==> src/rtl/cansr_defines.svh <==
// register offsets, field positions, reset values and counts for the can status block
// assumes word addressing on the avalon slave, one byte register per word
`ifndef CANSR_DEFINES_SVH
`define CANSR_DEFINES_SVH

`define CANSR_ADDR_W          4
`define CANSR_OFF_MASTER_CTRL 4'h0
`define CANSR_OFF_MASTER_STAT 4'h1
`define CANSR_OFF_TX_STATUS   4'h2
`define CANSR_OFF_TX_PRIO     4'h3
`define CANSR_OFF_RX_QUEUE    4'h4
`define CANSR_OFF_INT_EN      4'h5
`define CANSR_OFF_ERR_STATUS  4'h6
`define CANSR_OFF_ERR_INT_EN  4'h7

`define CANSR_RST_MASTER_CTRL 8'h02
`define CANSR_RST_TX_PRIO     8'h0c
`define CANSR_RST_ZERO        8'h00

// master control / status
`define CANSR_B_INIT_REQ      0
`define CANSR_B_SLEEP_REQ     1
`define CANSR_B_INIT_ACK      0
`define CANSR_B_SLEEP_ACK     1
`define CANSR_B_ERR_SUM       2
`define CANSR_B_WAKEUP        3
// transmit status
`define CANSR_B_MBOX0_REQUEST_DONE         0
`define CANSR_B_MBOX1_REQUEST_DONE         1
`define CANSR_B_MBOX0_TX_SUCCESS         4
`define CANSR_B_MBOX1_TX_SUCCESS         5
// receive queue
`define CANSR_B_RELEASE       5
`define CANSR_B_OVERRUN       4
`define CANSR_B_FULL          3
// interrupt enable
`define CANSR_B_MAILBOX_EMPTY_INT_EN         0
`define CANSR_B_PENDING_INT_EN         1
`define CANSR_B_QUEUE_FULL_INT_EN          2
`define CANSR_B_OVERRUN_INT_EN         3
`define CANSR_B_WAKEUP_INT_EN         7
// error status / enable
`define CANSR_B_EWG           0
`define CANSR_B_EPV           1
`define CANSR_B_BUS_OFF_FLAG          2
`define CANSR_B_LEC_LO        4
`define CANSR_B_LAST_ERROR_INT_EN         4
`define CANSR_B_ERROR_INT_EN         7

`define CANSR_INT_EN_MASK     8'h8f
`define CANSR_ERR_EN_MASK     8'h97
`define CANSR_CTRL_MASK       8'h03

`define CANSR_QUEUE_DEPTH     2'h3
`define CANSR_SYNC_BITS       4'hb
`define CANSR_LIMIT_WARN      9'h060
`define CANSR_LIMIT_PASSIVE   9'h07f
`define CANSR_LEC_SW_ONLY     3'h7

`endif

==> src/rtl/cansr_pkg.sv <==
// types shared by the can status block
// assumes cansr_defines.svh supplies all numeric constants
package cansr_pkg;

  typedef enum logic [1:0] {
    CANSR_NORMAL = 2'b00,
    CANSR_INIT   = 2'b01,
    CANSR_SYNC   = 2'b10,
    CANSR_SLEEP  = 2'b11
  } cansr_mode_t;

  typedef enum logic [2:0] {
    CANSR_LEC_NONE  = 3'b000,
    CANSR_LEC_STUFF = 3'b001,
    CANSR_LEC_FORM  = 3'b010,
    CANSR_LEC_ACK   = 3'b011,
    CANSR_LEC_BIT1  = 3'b100,
    CANSR_LEC_BIT0  = 3'b101,
    CANSR_LEC_CRC   = 3'b110,
    CANSR_LEC_SW    = 3'b111
  } cansr_lec_t;

endpackage

==> src/rtl/cansr_status.sv <==
// status, priority, receive queue, interrupt enable and error status of a can controller
// assumes protocol core events on i_mclk as one-cycle pulses, rx pin asynchronous
//
// Behaviour
// - sleep ack rises once sleep is entered, falls when sleep request clears.
// - init ack rises once init mode is entered after init request.
// - after init ends, init ack clears only after 11 recessive bits.
// - per-mailbox success flag set on good completion, cleared on re-request or done-clear.
// - request-done flag set on finish; software clears by writing one.
// - both pending: lower-ranked mailbox shows lowest flag; otherwise both zero.
// - empty flag high while mailbox has no request; priority resets with both set.
// - mailbox code gives next free mailbox, else the lowest-priority one.
// - release bit frees output slot if not empty, then hardware clears it.
// - overrun set when filtered message arrives with queue full; write one clears.
// - full set at three messages; cleared by write one or by release.
// - pending count rises per stored message, falls per release.
// - wakeup, overrun, full flags raise interrupts when enabled.
// - pending interrupt only on count moving from zero to one.
// - mailbox empty interrupt whenever a request-done flag becomes set.
// - last error field holds latest error, cleared by error-free frame.
// - error codes 0..6 by hardware; 7 only written by software.
// - bus-off flag set when transmit error count passes 255.
// - error passive flag when either count exceeds 127.
// - error warning flag when either count exceeds 96.
// - master error enable gives interrupt while enabled error is pending.
// - last-error enable sets summary flag when hardware writes error code.
// - summary flag set by enabled error status bit; software clears it.
// - bus-off, passive, warning enables let their flags set the summary flag.
//
// Our own choices: the register offsets and the Avalon-MM register port.
`timescale 1ns/1ps
`include "cansr_defines.svh"

module cansr_status
  import cansr_pkg::*;
(
  input  wire logic                    i_mclk,
  input  wire logic                    i_rst_n,
  input  wire logic [`CANSR_ADDR_W-1:0] i_avs_address,
  input  wire logic                    i_avs_read,
  input  wire logic                    i_avs_write,
  input  wire logic [31:0]             i_avs_writedata,
  input  wire logic [3:0]              i_avs_byteenable,
  output logic      [31:0]             o_avs_readdata,
  output logic                         o_avs_waitrequest,
  input  wire logic                    i_can_rx,
  input  wire logic                    i_bit_tick,
  input  wire logic                    i_bus_idle,
  input  wire logic                    i_sof_detect,
  input  wire logic [1:0]              i_tx_request,
  input  wire logic [1:0]              i_tx_done,
  input  wire logic [1:0]              i_tx_ok,
  input  wire logic                    i_mbox0_first,
  input  wire logic                    i_rx_store,
  input  wire logic                    i_error_detect,
  input  wire logic [2:0]              i_error_code,
  input  wire logic                    i_frame_ok,
  input  wire logic [8:0]              i_tx_err_count,
  input  wire logic [7:0]              i_rx_err_count,
  output logic                         o_init_mode,
  output logic                         o_sleep_mode,
  output logic                         o_rx_release,
  output logic                         o_tx_irq,
  output logic                         o_rx_irq,
  output logic                         o_status_irq
);

  // bus slave: one wait cycle, access takes effect on the second cycle
  logic       done_r;
  logic       req;
  logic       wr_acc;
  logic [7:0] wdat;

  assign req               = i_avs_read | i_avs_write;
  assign o_avs_waitrequest = req & ~done_r;
  assign wr_acc            = i_avs_write & done_r & i_avs_byteenable[0];
  assign wdat              = i_avs_writedata[7:0];

  always_ff @(posedge i_mclk) begin
    if (!i_rst_n) begin
      done_r <= 1'b0;
    end else begin
      done_r <= req & ~done_r;
    end
  end

  function automatic logic wr_hit(input logic [`CANSR_ADDR_W-1:0] off);
    wr_hit = wr_acc && (i_avs_address == off);
  endfunction

  // rx pin synchroniser; level changes once stages two and three agree
  logic [2:0] rx_sync_r;
  logic       rx_q_r;

  always_ff @(posedge i_mclk) begin
    if (!i_rst_n) begin
      rx_sync_r <= 3'h7;
      rx_q_r    <= 1'b1;
    end else begin
      rx_sync_r <= {rx_sync_r[1:0], i_can_rx};
      if (rx_sync_r[1] == rx_sync_r[2]) begin
        rx_q_r <= rx_sync_r[2];
      end
    end
  end

  // master control (request bits) and operating mode
  logic [7:0]  ctrl_r;
  cansr_mode_t mode_r;
  logic [3:0]  recessive_r;
  logic        init_req;
  logic        sleep_req;

  assign init_req  = ctrl_r[`CANSR_B_INIT_REQ];
  assign sleep_req = ctrl_r[`CANSR_B_SLEEP_REQ];

  always_ff @(posedge i_mclk) begin
    if (!i_rst_n) begin
      ctrl_r <= `CANSR_RST_MASTER_CTRL;
    end else if (wr_hit(`CANSR_OFF_MASTER_CTRL)) begin
      ctrl_r <= wdat & `CANSR_CTRL_MASK;
    end
  end

  // entering init or sleep from normal waits for the current frame to finish
  always_ff @(posedge i_mclk) begin
    if (!i_rst_n) begin
      mode_r <= CANSR_NORMAL;
    end else begin
      unique case (mode_r)
        CANSR_NORMAL: begin
          if (init_req && i_bus_idle) begin
            mode_r <= CANSR_INIT;
          end else if (sleep_req && i_bus_idle) begin
            mode_r <= CANSR_SLEEP;
          end
        end
        CANSR_INIT: begin
          if (!init_req) begin
            mode_r <= CANSR_SYNC;
          end
        end
        CANSR_SYNC: begin
          if (init_req) begin
            mode_r <= CANSR_INIT;
          end else if (recessive_r == `CANSR_SYNC_BITS) begin
            mode_r <= CANSR_NORMAL;
          end
        end
        CANSR_SLEEP: begin
          if (init_req) begin
            mode_r <= CANSR_INIT;
          end else if (!sleep_req) begin
            mode_r <= CANSR_NORMAL;
          end
        end
      endcase
    end
  end

  // consecutive recessive bits seen while resynchronising
  always_ff @(posedge i_mclk) begin
    if (!i_rst_n) begin
      recessive_r <= 4'h0;
    end else if (mode_r != CANSR_SYNC) begin
      recessive_r <= 4'h0;
    end else if (i_bit_tick && recessive_r != `CANSR_SYNC_BITS) begin
      recessive_r <= rx_q_r ? recessive_r + 4'h1 : 4'h0;
    end
  end

  logic init_ack;
  logic sleep_ack;
  assign init_ack     = (mode_r == CANSR_INIT) || (mode_r == CANSR_SYNC);
  assign sleep_ack    = (mode_r == CANSR_SLEEP);
  assign o_init_mode  = init_ack;
  assign o_sleep_mode = sleep_ack;

  // wakeup flag: set wins over write-one clear
  logic wakeup_flag_r;
  always_ff @(posedge i_mclk) begin
    if (!i_rst_n) begin
      wakeup_flag_r <= 1'b0;
    end else if (sleep_ack && i_sof_detect) begin
      wakeup_flag_r <= 1'b1;
    end else if (wr_hit(`CANSR_OFF_MASTER_STAT) && wdat[`CANSR_B_WAKEUP]) begin
      wakeup_flag_r <= 1'b0;
    end
  end

  // transmit mailboxes
  logic [1:0] pending_r;
  logic [1:0] request_done_r;
  logic [1:0] tx_success_r;
  logic [1:0] rqcp_clr;

  assign rqcp_clr = (wr_acc && i_avs_address == `CANSR_OFF_TX_STATUS) ?
                    {wdat[`CANSR_B_MBOX1_REQUEST_DONE], wdat[`CANSR_B_MBOX0_REQUEST_DONE]} : 2'h0;

  always_ff @(posedge i_mclk) begin
    if (!i_rst_n) begin
      pending_r <= 2'h0;
    end else begin
      pending_r <= (pending_r | i_tx_request) & ~i_tx_done;
    end
  end

  // done wins over a same-cycle clear so no completion is lost
  always_ff @(posedge i_mclk) begin
    if (!i_rst_n) begin
      request_done_r <= 2'h0;
    end else begin
      request_done_r <= i_tx_done | (request_done_r & ~rqcp_clr & ~i_tx_request);
    end
  end

  always_ff @(posedge i_mclk) begin
    if (!i_rst_n) begin
      tx_success_r <= 2'h0;
    end else begin
      tx_success_r <= (i_tx_done & i_tx_ok) |
                      (tx_success_r & ~rqcp_clr & ~i_tx_request);
    end
  end

  logic [1:0] mbox_empty;
  logic       both_pending;
  logic       mbox0_lowest_prio;
  logic       mbox1_lowest_prio;
  logic [1:0] mbox_code;

  assign mbox_empty        = ~pending_r;
  assign both_pending      = &pending_r;
  assign mbox0_lowest_prio = both_pending & ~i_mbox0_first;
  assign mbox1_lowest_prio = both_pending & i_mbox0_first;

  always_comb begin
    if (mbox_empty[0]) begin
      mbox_code = 2'h0;
    end else if (mbox_empty[1]) begin
      mbox_code = 2'h1;
    end else begin
      mbox_code = {1'b0, mbox1_lowest_prio};
    end
  end

  // receive queue bookkeeping; storage itself lives in the mailbox ram
  logic [1:0] rx_pending_count_r;
  logic       rx_release_output_r;
  logic       rx_overrun_r;
  logic       rx_full_r;
  logic       q_full;
  logic       q_store;
  logic       q_release;
  logic       rxq_wr;

  assign q_full       = (rx_pending_count_r == `CANSR_QUEUE_DEPTH);
  assign q_store      = i_rx_store & ~q_full;
  assign q_release    = rx_release_output_r;
  assign o_rx_release = q_release;
  // decoded inline: a function in a continuous assign would miss its non-argument inputs
  assign rxq_wr       = wr_acc && (i_avs_address == `CANSR_OFF_RX_QUEUE);

  // release only latches when a message is present
  always_ff @(posedge i_mclk) begin
    if (!i_rst_n) begin
      rx_release_output_r <= 1'b0;
    end else if (rx_release_output_r) begin
      rx_release_output_r <= 1'b0;
    end else if (rxq_wr && wdat[`CANSR_B_RELEASE] && rx_pending_count_r != 2'h0) begin
      rx_release_output_r <= 1'b1;
    end
  end

  always_ff @(posedge i_mclk) begin
    if (!i_rst_n) begin
      rx_pending_count_r <= 2'h0;
    end else if (q_store && !q_release) begin
      rx_pending_count_r <= rx_pending_count_r + 2'h1;
    end else if (q_release && !q_store) begin
      rx_pending_count_r <= rx_pending_count_r - 2'h1;
    end
  end

  always_ff @(posedge i_mclk) begin
    if (!i_rst_n) begin
      rx_overrun_r <= 1'b0;
    end else if (i_rx_store && q_full && !q_release) begin
      rx_overrun_r <= 1'b1;
    end else if (rxq_wr && wdat[`CANSR_B_OVERRUN]) begin
      rx_overrun_r <= 1'b0;
    end
  end

  always_ff @(posedge i_mclk) begin
    if (!i_rst_n) begin
      rx_full_r <= 1'b0;
    end else if (q_store && !q_release && rx_pending_count_r == 2'h2) begin
      rx_full_r <= 1'b1;
    end else if (q_release || (rxq_wr && wdat[`CANSR_B_FULL])) begin
      rx_full_r <= 1'b0;
    end
  end

  // enables
  logic [7:0] int_en_r;
  logic [7:0] err_en_r;

  always_ff @(posedge i_mclk) begin
    if (!i_rst_n) begin
      int_en_r <= `CANSR_RST_ZERO;
    end else if (wr_hit(`CANSR_OFF_INT_EN)) begin
      int_en_r <= wdat & `CANSR_INT_EN_MASK;
    end
  end

  always_ff @(posedge i_mclk) begin
    if (!i_rst_n) begin
      err_en_r <= `CANSR_RST_ZERO;
    end else if (wr_hit(`CANSR_OFF_ERR_INT_EN)) begin
      err_en_r <= wdat & `CANSR_ERR_EN_MASK;
    end
  end

  // error status
  cansr_lec_t last_error_code_r;
  logic       bus_off_flag_r;
  logic       error_passive_flag_r;
  logic       error_warning_flag_r;
  logic       error_summary_flag_r;
  logic       hw_lec;

  // code 7 is never produced by hardware, so software can spot updates
  assign hw_lec = i_error_detect && (i_error_code != `CANSR_LEC_SW_ONLY);

  always_ff @(posedge i_mclk) begin
    if (!i_rst_n) begin
      last_error_code_r <= CANSR_LEC_NONE;
    end else if (hw_lec) begin
      last_error_code_r <= cansr_lec_t'(i_error_code);
    end else if (i_frame_ok) begin
      last_error_code_r <= CANSR_LEC_NONE;
    end else if (wr_hit(`CANSR_OFF_ERR_STATUS)) begin
      last_error_code_r <= cansr_lec_t'(wdat[`CANSR_B_LEC_LO +: 3]);
    end
  end

  logic bus_off_flag_nxt;
  logic epv_nxt;
  logic ewg_nxt;
  assign bus_off_flag_nxt = i_tx_err_count[8];
  assign epv_nxt  = (i_tx_err_count > `CANSR_LIMIT_PASSIVE) ||
                    ({1'b0, i_rx_err_count} > `CANSR_LIMIT_PASSIVE);
  assign ewg_nxt  = (i_tx_err_count > `CANSR_LIMIT_WARN) ||
                    ({1'b0, i_rx_err_count} > `CANSR_LIMIT_WARN);

  always_ff @(posedge i_mclk) begin
    if (!i_rst_n) begin
      bus_off_flag_r       <= 1'b0;
      error_passive_flag_r <= 1'b0;
      error_warning_flag_r <= 1'b0;
    end else begin
      bus_off_flag_r       <= bus_off_flag_nxt;
      error_passive_flag_r <= epv_nxt;
      error_warning_flag_r <= ewg_nxt;
    end
  end

  logic err_event;
  assign err_event = (hw_lec && err_en_r[`CANSR_B_LAST_ERROR_INT_EN]) ||
                     (bus_off_flag_nxt && !bus_off_flag_r && err_en_r[`CANSR_B_BUS_OFF_FLAG]) ||
                     (epv_nxt && !error_passive_flag_r && err_en_r[`CANSR_B_EPV]) ||
                     (ewg_nxt && !error_warning_flag_r && err_en_r[`CANSR_B_EWG]);

  always_ff @(posedge i_mclk) begin
    if (!i_rst_n) begin
      error_summary_flag_r <= 1'b0;
    end else if (err_event) begin
      error_summary_flag_r <= 1'b1;
    end else if (wr_hit(`CANSR_OFF_MASTER_STAT) && wdat[`CANSR_B_ERR_SUM]) begin
      error_summary_flag_r <= 1'b0;
    end
  end

  // interrupt requests
  logic fmp_rise_r;
  always_ff @(posedge i_mclk) begin
    if (!i_rst_n) begin
      fmp_rise_r <= 1'b0;
    end else begin
      fmp_rise_r <= (rx_pending_count_r == 2'h0) && q_store && !q_release;
    end
  end

  logic [1:0] rqcp_prev_r;
  always_ff @(posedge i_mclk) begin
    if (!i_rst_n) begin
      rqcp_prev_r <= 2'h0;
    end else begin
      rqcp_prev_r <= request_done_r;
    end
  end

  always_ff @(posedge i_mclk) begin
    if (!i_rst_n) begin
      o_tx_irq     <= 1'b0;
      o_rx_irq     <= 1'b0;
      o_status_irq <= 1'b0;
    end else begin
      o_tx_irq     <= int_en_r[`CANSR_B_MAILBOX_EMPTY_INT_EN] && |(request_done_r & ~rqcp_prev_r);
      o_rx_irq     <= (int_en_r[`CANSR_B_PENDING_INT_EN] && fmp_rise_r) ||
                      (int_en_r[`CANSR_B_QUEUE_FULL_INT_EN] && rx_full_r) ||
                      (int_en_r[`CANSR_B_OVERRUN_INT_EN] && rx_overrun_r);
      o_status_irq <= (int_en_r[`CANSR_B_WAKEUP_INT_EN] && wakeup_flag_r) ||
                      (err_en_r[`CANSR_B_ERROR_INT_EN] && error_summary_flag_r);
    end
  end

  // read mux, captured during the wait cycle
  logic [7:0] rd_byte;
  always_comb begin
    rd_byte = 8'h00;
    unique case (i_avs_address)
      `CANSR_OFF_MASTER_CTRL: rd_byte = ctrl_r;
      `CANSR_OFF_MASTER_STAT: rd_byte = {4'h0, wakeup_flag_r, error_summary_flag_r,
                                         sleep_ack, init_ack};
      `CANSR_OFF_TX_STATUS:   rd_byte = {2'h0, tx_success_r, 2'h0, request_done_r};
      `CANSR_OFF_TX_PRIO:     rd_byte = {1'b0, mbox1_lowest_prio, mbox0_lowest_prio, 1'b0,
                                         mbox_empty, mbox_code};
      `CANSR_OFF_RX_QUEUE:    rd_byte = {2'h0, rx_release_output_r, rx_overrun_r, rx_full_r,
                                         1'b0, rx_pending_count_r};
      `CANSR_OFF_INT_EN:      rd_byte = int_en_r;
      `CANSR_OFF_ERR_STATUS:  rd_byte = {1'b0, last_error_code_r, 1'b0, bus_off_flag_r,
                                         error_passive_flag_r, error_warning_flag_r};
      `CANSR_OFF_ERR_INT_EN:  rd_byte = err_en_r;
      default:                rd_byte = 8'h00;
    endcase
  end

  always_ff @(posedge i_mclk) begin
    if (!i_rst_n) begin
      o_avs_readdata <= 32'h0000_0000;
    end else if (i_avs_read && !done_r) begin
      o_avs_readdata <= {24'h00_0000, rd_byte};
    end
  end

endmodule

==> config.mk <==
export PLATFORM = sky130hd
export DESIGN_NAME = cansr_status
export DESIGN_NICKNAME = d
export VERILOG_FILES = /design/src/rtl/cansr_pkg.sv /design/src/rtl/cansr_status.sv
export VERILOG_INCLUDE_DIRS = /design/src /design/src/rtl
export SDC_FILE = /design/constraint.sdc
export NUM_CORES = 1
export LEC_CHECK = 0
export BUFFER_PORTS_ARGS = -buffer_cell sky130_fd_sc_hd__buf_4
export CORE_ASPECT_RATIO = 1.5
export CORE_MARGIN = 10
export CORE_UTILIZATION = 54
export CTS_BUF_LIST = sky130_fd_sc_hd__clkbuf_8
export CTS_CLUSTER_DIAMETER = 150
export DETAILED_ROUTE_END_ITERATION = 10
export GPL_ROUTABILITY_DRIVEN = 0
export PLACE_DENSITY = 0.95
export RECOVER_POWER = 25
export SYNTH_ARGS = -nofsm -noshare
export SYNTH_HDL_FRONTEND = slang
export SYNTH_SLANG_ARGS = --single-unit
==> constraint.sdc <==
create_clock -name i_mclk -period 4.8 [get_ports i_mclk]
set_input_delay 1.44 -clock i_mclk [delete_from_list [all_inputs] [get_ports i_mclk]]
set_output_delay 1.44 -clock i_mclk [all_outputs]
set_load 0.02 [all_outputs]
==> results of run 1 <==
-- per-layer routing --
layer	up-vias	track usage (%)	routed length (um)
met3	27	4.860	658
met4	0	7.969	260
met1	1174	16.83	2775
li1	1206	-	-
met2	140	29.47	3800
met5	-	0	0
-- final cells by class --
type / count / area [um2] / share of cell area, %
multi-input combinational: 237 / 1523 / 45.38
sequential: 56 / 1121 / 33.41
timing repair buffer: 65 / 484.2 / 14.43
tap: 68 / 85.08 / 2.535
clock buffer: 6 / 82.58 / 2.461
inverter: 13 / 48.80 / 1.454
clock inverter: 2 / 11.26 / 0.3356
-- worst max-delay path, delay by kind of cell --
kind                   cells  cell delay [ns]
buffers and inverters      2             1.53
and+or+nand+nor            1             0.58
AOI/OAI and AO/OA          1             0.17
-- how the worst max path moves through the flow --
stage,end,start,slack (ns)
after floorplan,o_avs_waitrequest,i_avs_write,1.60
after global placement,o_avs_waitrequest,i_avs_write,1.47
after detailed placement,o_avs_waitrequest,i_avs_write,1.45
after CTS,o_avs_waitrequest,i_avs_write,1.45
after global routing,o_avs_readdata[1],i_rst_n,1.14
final,o_avs_readdata[1],i_rst_n,1.31
-- cell families (layout without fill, tap and decap cells) --
| logic type | Yosys count | after routing |
|---|---|---|
| compound gates | 60 | 60 |
| xor+xnor | 5 | 5 |
| fa+ha+maj | 6 | 6 |
| buf+inv | 51 | 86 |
| flops | 56 | 56 |
| mux | 23 | 23 |
| other cells | 1 | 24 |
| simple gates | 119 | 119 |
-- sequential cells by signal (all words and copies together) (netlist names), 2 cells and up --
| signal | count |
|---|---|
| tx_success_r | 2 |
| pending_r | 2 |
| err_en_r | 5 |
| rqcp_prev_r | 2 |
| mode_r | 2 |
| ctrl_r | 2 |
| rx_pending_count_r | 2 |
| recessive_r | 4 |
| rx_sync_r | 3 |
| request_done_r | 2 |
| int_en_r | 5 |
| last_error_code_r | 3 |
| o_avs_readdata | 8 |
-- stage by stage --
| stage | setup slack (ns) | instances |
|---|---|---|
| after floorplan | 1.604 | 344 |
| after global placement | 1.467 | 439 |
| after detailed placement | 1.454 | 439 |
| after CTS | 1.451 | 447 |
| after global routing | 1.144 | 447 |
| final | 1.306 | 447 |
-- power by group through the flow --
| stage | logic [mW] | registers (mW) | clock network, mW |
|---|---|---|---|
| 2_1_floorplan | 0.177 | 0.520 | 0 |
| 6_report | 0.244 | 0.516 | 0.263 |
| 3_3_place_gp | 0.232 | 0.524 | 0 |
| 5_1_grt | 0.264 | 0.520 | 0.284 |
| 3_5_place_dp | 0.240 | 0.526 | 0 |
| 4_1_cts | 0.241 | 0.515 | 0.263 |
-- placed cells by master (no fill, tap or decap), types with 3 or more instances in the layout --
cell type  count
a21oi_1       15
a221oi_1       3
a31oi_1        4
and3_1         4
buf_4         64
clkbuf_8       6
conb_1        24
dfxtp_1       56
ha_1           6
inv_1         14
mux2i_1       18
nand2_1       17
nand2b_1       6
nand3_1       16
nand3b_1       4
nand4_1        7
nor2_1        35
nor2b_1        5
nor3_1         7
o211ai_1       4
o21ai_0       12
xor2_1         5
==> results by group, run 1 <==
Finish
  – # nets final: ~460
  – # diodes: 0
  – Filler instances: ~420
  – Fin util: 64.97%
  – Final non-filler cell area: 3356 um2
  – Synth-to-layout area growth: 17.07%
  – Layout cells sized above 1: roughly 22%

Synth
  – Ys async rst share: 0%
  – Synth Area in Compound Gates: between 10% and 20%
  – Synthesized flop and latch total: 56
  – Sequential area share after synthesis: 39.11%
  – Most common cell in the netlist: dfxtp_1
  – Post-Synth XOR/XNOR Area: 1.528%
  – Mapped Cells: ~320
  – Syn_area_per_cell: around 9 um2
  – Mux cell area share after synthesis: 9.166%
  – Adder-Cell Fraction of Synth Area: roughly 2.6%
  – Synth area leaders: dfxtp_1 39%, buf_4 6.8%, mux2i_1 6.3%
  – Area leader, netlist: dfxtp_1
  – Post-synth top area share: 39.11%
  – Mapped Area: between 2000 and 3000 um2
  – Top cells by count, synth: 56 x dfxtp_1, 35 x nor2_1, 26 x buf_4
  – Yosys cell types: 55
  – Post-synth EDFFs: 0
  – Ys Warns: 0
  – Most used DFF post-synth: dfxtp_1
  – Simple-gate share of the synthesized area: 22.44%
  – Largest family of logic cells by synthesized area: simple AND/OR/NAND/NOR gates

Pwr
  – Lkg Pwr: approximately 1.4 nW
  – NetSw: around 0.31 mW
  – Logic gate share of total power: about a quarter
  – Switching power share of the total: 30.45%
  – PwrDens: a little over 300 nW/um2
  – Clock share of power: roughly a quarter
  – Register share of total power: a little over 50%
  – Max VDD drop: between 0.2 and 0.25 mV
  – Total power: 1.023 mW
  – Internal Power: between 0.7 and 0.8 mW

STA
  – Fin crit period: ~3.5 ns
  – Setup tns final: 0 ns
  – Setup Skew: ~0.010 ns
  – Fin crit share: approximately 73%
  – Unrepaired setup endpoints after global routing: false
  – Setup Viol. Count Final: 0
  – WHS: 0.4196 ns
  – Final Hold Viols: 0
  – Worst slew pin tran: ~1.1 ns
  – Final Max Slew Viols: 0
  – Slew margin rel.: between 20 and 30%
  – Fmax achieved: 0.2862 GHz

Worst hold path
  – WHS Path Cells: 1
  – Min-delay src: rx_sync_r[0]
  – Worst Hold Class: reg2reg
  – Hold endpoint: rx_sync_r[1]

GRT
  – Congestion Overflow GR: 0
  – Tot GR Track Use: 16.41%
  – Initial antenna violation count: 0
  – Largest net degree at the start of global routing: 33
  – Vias in the first global route: 2515
  – Global-route wire length before repair: roughly 12 mm

Clock network
  – Cts hold-fix bufs: 0
  – CTS max path bufs: 2
  – Clock latency on the worst-skew pair: a little over 0.3 ns
  – Num CTS Buffers: 5
  – CTS tree: built
  – Post-CTS Setup Bufs: 0
  – CTS resizes: 0
  – CTS Sinks: 56
  – Worst-path clk slew: around 0.10 ns
  – Root Driver: clkbuf_8
  – H-tree levels: 2

Placed design
  – Post-DP HPWL: between 5 and 6 mm
  – Placed Area: approximately 3300 um2
  – IO Port Bufs: 65

Setup path
  – R2r endpoint: o_avs_readdata[0]
  – Crit-path slowest cell: inv_1
  – Worst setup SP type: input pin
  – WP data arrival: 3.73 ns
  – Reg2reg start: mode_r[1]
  – Reg-to-reg slack, setup: between 2 and 3 ns
  – CP Max Fanout: 32
  – Required @ worst endpoint: just over 5 ns
  – Worst reg-to-reg path cell count: 6
  – Critical Path Max Stage Delay: between 0.7 and 0.8 ns
  – CP cell instances: clkbuf_1 -> inv_1 -> or3_1 -> o21ai_0
  – CP Capture Type: flip-flop
  – Crit Path Category: in2reg

Route
  – Residual DRC: 0
  – Post-Route WL: approximately 7.5 mm
  – Wire length per cell: 16.77 um
  – Vias: around 2500
  – Initial DRT Pass Iterations: 5
  – Via density: around 5.7
  – First DRT Iteration DRCs: approximately 190
  – ANT nets after route: 0

Die
  – Total die area: slightly below 9000 um2
  – Core Rows: 32
  – Initial core utilization: ~55%
  – Core area: just over 5000 um2
  – Die Ht: 109.2 um
  – Die Span X: between 70 and 80 um
  – I/O Pins: 117

Run
  – Max Cap Violations: 0

Outcome
  – Status: finished clean
No activity file was read; power rests on OpenSTA's default activity.
==> run 2, diff against run 1 <==
Settings changed: CORE_UTILIZATION 54 to 45, PLACE_DENSITY 0.95 to 0.86.
Clock period 4.8 ns to 2.8 ns, I/O delays scaled along.
==> run 2 against run 1 <==
Wire length is 0.84% higher. Clock skew is 0.0057 ns lower. Register-to-register slack worse by 1.9 ns. Clock power is 97% higher. Final cell count is 1.8% higher. Power is 78% higher. Non-clock buffer count is 2 higher. Design area is 0.86% higher.
==> results by group, run 2 (same netlist as run 1, synthesis figures left out) <==
STA
  – Slew margin rel.: 31.13% (was 29.90%)
  – Final Worst Setup Slack: 0.5096 ns (was 1.306 ns)
  – Unrepaired setup endpoints after global routing: false (unchanged)
  – Fin crit period: 2.290 ns
  – Fin crit share: 81.80%
  – Setup tns final: 0 ns (unchanged)
  – Setup Viol. Count Final: 0 (unchanged)
  – Fmax achieved: around 0.44 GHz
  – Setup Skew: 0.004463 ns (was 0.01021 ns)
  – Final Hold Viols: 0 (unchanged)
  – Final Max Slew Viols: 0 (unchanged)
  – Worst slew pin tran: 1.033 ns (was 1.052 ns)

Finish
  – Commonest non-fill, non-tap cell in the layout: buf_4 (unchanged)
  – Most frequent cells in the layout: 64 x buf_4, 56 x dfxtp_1, 35 x nor2_1 (unchanged)
  – Largest register by flop count: o_avs_readdata (unchanged)
  – # nets final: 464 (was 462)
  – Synth-to-layout area growth: 18.07% (was 17.07%)
  – Layout cells sized above 1: 22.05% (was 22.16%)
  – Biggest regs: o_avs_readdata (8), err_en_r (5), int_en_r (5) (unchanged)
  – # diodes: 0 (unchanged)
  – Filler instances: 560 (was 416)
  – Largest register FFs: 8 (unchanged)

Die
  – Initial core utilization: 46.42% (was 55.50%)
  – I/O Pins: 117 (unchanged)
  – Die Span X: 85.17 um (was 79.49 um)
  – Total die area: 10030 um2 (was 8683 um2)
  – Core area: 6175 um2 (was 5165 um2)
  – Core Rows: 35 (was 32)
  – Die Ht: 117.8 um (was 109.2 um)

Run
  – Max Cap Violations: 0 (unchanged)

GRT
  – Initial antenna violation count: 0 (unchanged)
  – Global-route wire length before repair: 12.22 mm (was 11.60 mm)
  – Largest net degree at the start of global routing: 24 (was 33)
  – Congestion Overflow GR: 0 (unchanged)
  – Vias in the first global route: 2588 (was 2515)
  – Tot GR Track Use: 14.52% (was 16.41%)

Clock network
  – CTS resizes: 0 (unchanged)
  – Post-CTS Setup Bufs: 0 (unchanged)
  – Cts hold-fix bufs: 0 (unchanged)
  – CTS Sinks: 56 (unchanged)
  – H-tree levels: 2 (unchanged)
  – Root Driver: clkbuf_8 (unchanged)
  – CTS tree: built (unchanged)
  – Clock latency on the worst-skew pair: 0.31 ns (about the same)
  – CTS max path bufs: 2 (unchanged)
  – Worst-path clk slew: 0.10 ns (about the same)
  – Num CTS Buffers: 5 (unchanged)

Setup path
  – Required @ worst endpoint: 3.03 ns (was 5.04 ns)
  – Crit path from: i_rst_n (unchanged)
  – CP Capture Type: flip-flop (unchanged)
  – Reg2reg start: mode_r[1] (unchanged)
  – WP data arrival: 2.52 ns (was 3.73 ns)
  – CP Max Fanout: 23 (was 32)
  – Crit Path Category: in2reg (unchanged)
  – Worst setup SP type: input pin (unchanged)

Pwr
  – Lkg Pwr: 1.451 nW (was 1.437 nW)
  – PwrDens: 537.5 nW/um2 (was 304.9 nW/um2)
  – Max VDD drop: 0.2494 mV (was 0.2185 mV)
  – Total power: 1.819 mW (was 1.023 mW)

Worst hold path
  – Worst Hold Class: reg2reg (unchanged)
  – Min-delay src: rx_sync_r[0] (unchanged)

Route
  – ANT nets after route: 0 (unchanged)
  – Wire length per cell: 16.61 um (was 16.77 um)
  – Vias: 2509 (was 2547)
  – Post-Route WL: 7.558 mm (was 7.495 mm)
  – Residual DRC: 0 (unchanged)
  – Via density: 5.514 (was 5.698)
  – Initial DRT Pass Iterations: 4 (was 5)
  – First DRT Iteration DRCs: 182 (was 194)

Outcome
  – Status: finished clean (unchanged)

Placed design
  – IO Port Bufs: 65 (unchanged)
  – Post-DP HPWL: 6.098 mm (was 5.882 mm)
  – Setup WS pre-CTS: 0.6256 ns (was 1.454 ns)
-- run 2: through the flow --
step / utilization [%] / area (um2) / hold slack (ns) / cells
finish: 54.81 / 3385 / 0.4224 / 455
global route: 54.81 / 3385 / 0.4370 / 455
CTS: 54.99 / 3396 / 0.4274 / 455
detailed placement: 53.25 / 3288 / 0.4035 / 447
global placement: 53.25 / 3288 / 0.3938 / 447
floorplan: - / 2953 / 0.3863 / 344
-- run 2: path summary, 6_finish.rpt --
| kind | endpoint | slack (ns) | cells past startpoint |
|---|---|---|---|
| worst max-delay path | pending_r[0] | 0.51 | 4 |
| worst min-delay path | rx_sync_r[1] | 0.42 | 1 |
| worst max register to register | o_avs_readdata[0] | 1.11 | 6 |
| worst min register to register | rx_sync_r[1] | 0.42 | 1 |
-- run 2: cell type report --
cell class	instances	area, um2	share of cell area [%]
Clock buffer	5	68.82	2.033
Clock inverter	3	38.79	1.146
Inverter	13	48.80	1.442
Multi-Input combinational cell	237	1523	44.99
Sequential cell	56	1121	33.12
Tap cell	74	92.59	2.736
Timing Repair Buffer	67	491.7	14.53
-- run 2: critical path, stage by stage --
cell      delay [ns]
clkbuf_1        0.74
inv_1           0.19
clkbuf_1        0.42
a211oi_1        0.31
-- run 2: power breakdown --
| part | total [mW] | switching (mW) | internal [mW] |
|---|---|---|---|
| logic | 0.415 | 0.232 | 0.183 |
| clock network | 0.519 | 0.257 | 0.262 |
| registers | 0.885 | 0.0455 | 0.839 |
| total | 1.82 | 0.535 | 1.28 |
-- run 2: routing by layer --
layer / part of all wire, % / wire length (um) / track usage [%] / vias to the layer above
li1: - / - / - / 1214
met1: 36 / 2700 / 14.20 / 1152
met2: 53 / 3972 / 26.31 / 119
met3: 8.6 / 648 / 4.640 / 24
met4: 3.1 / 238 / 6.818 / 0
met5: 0 / 0 / 0 / -
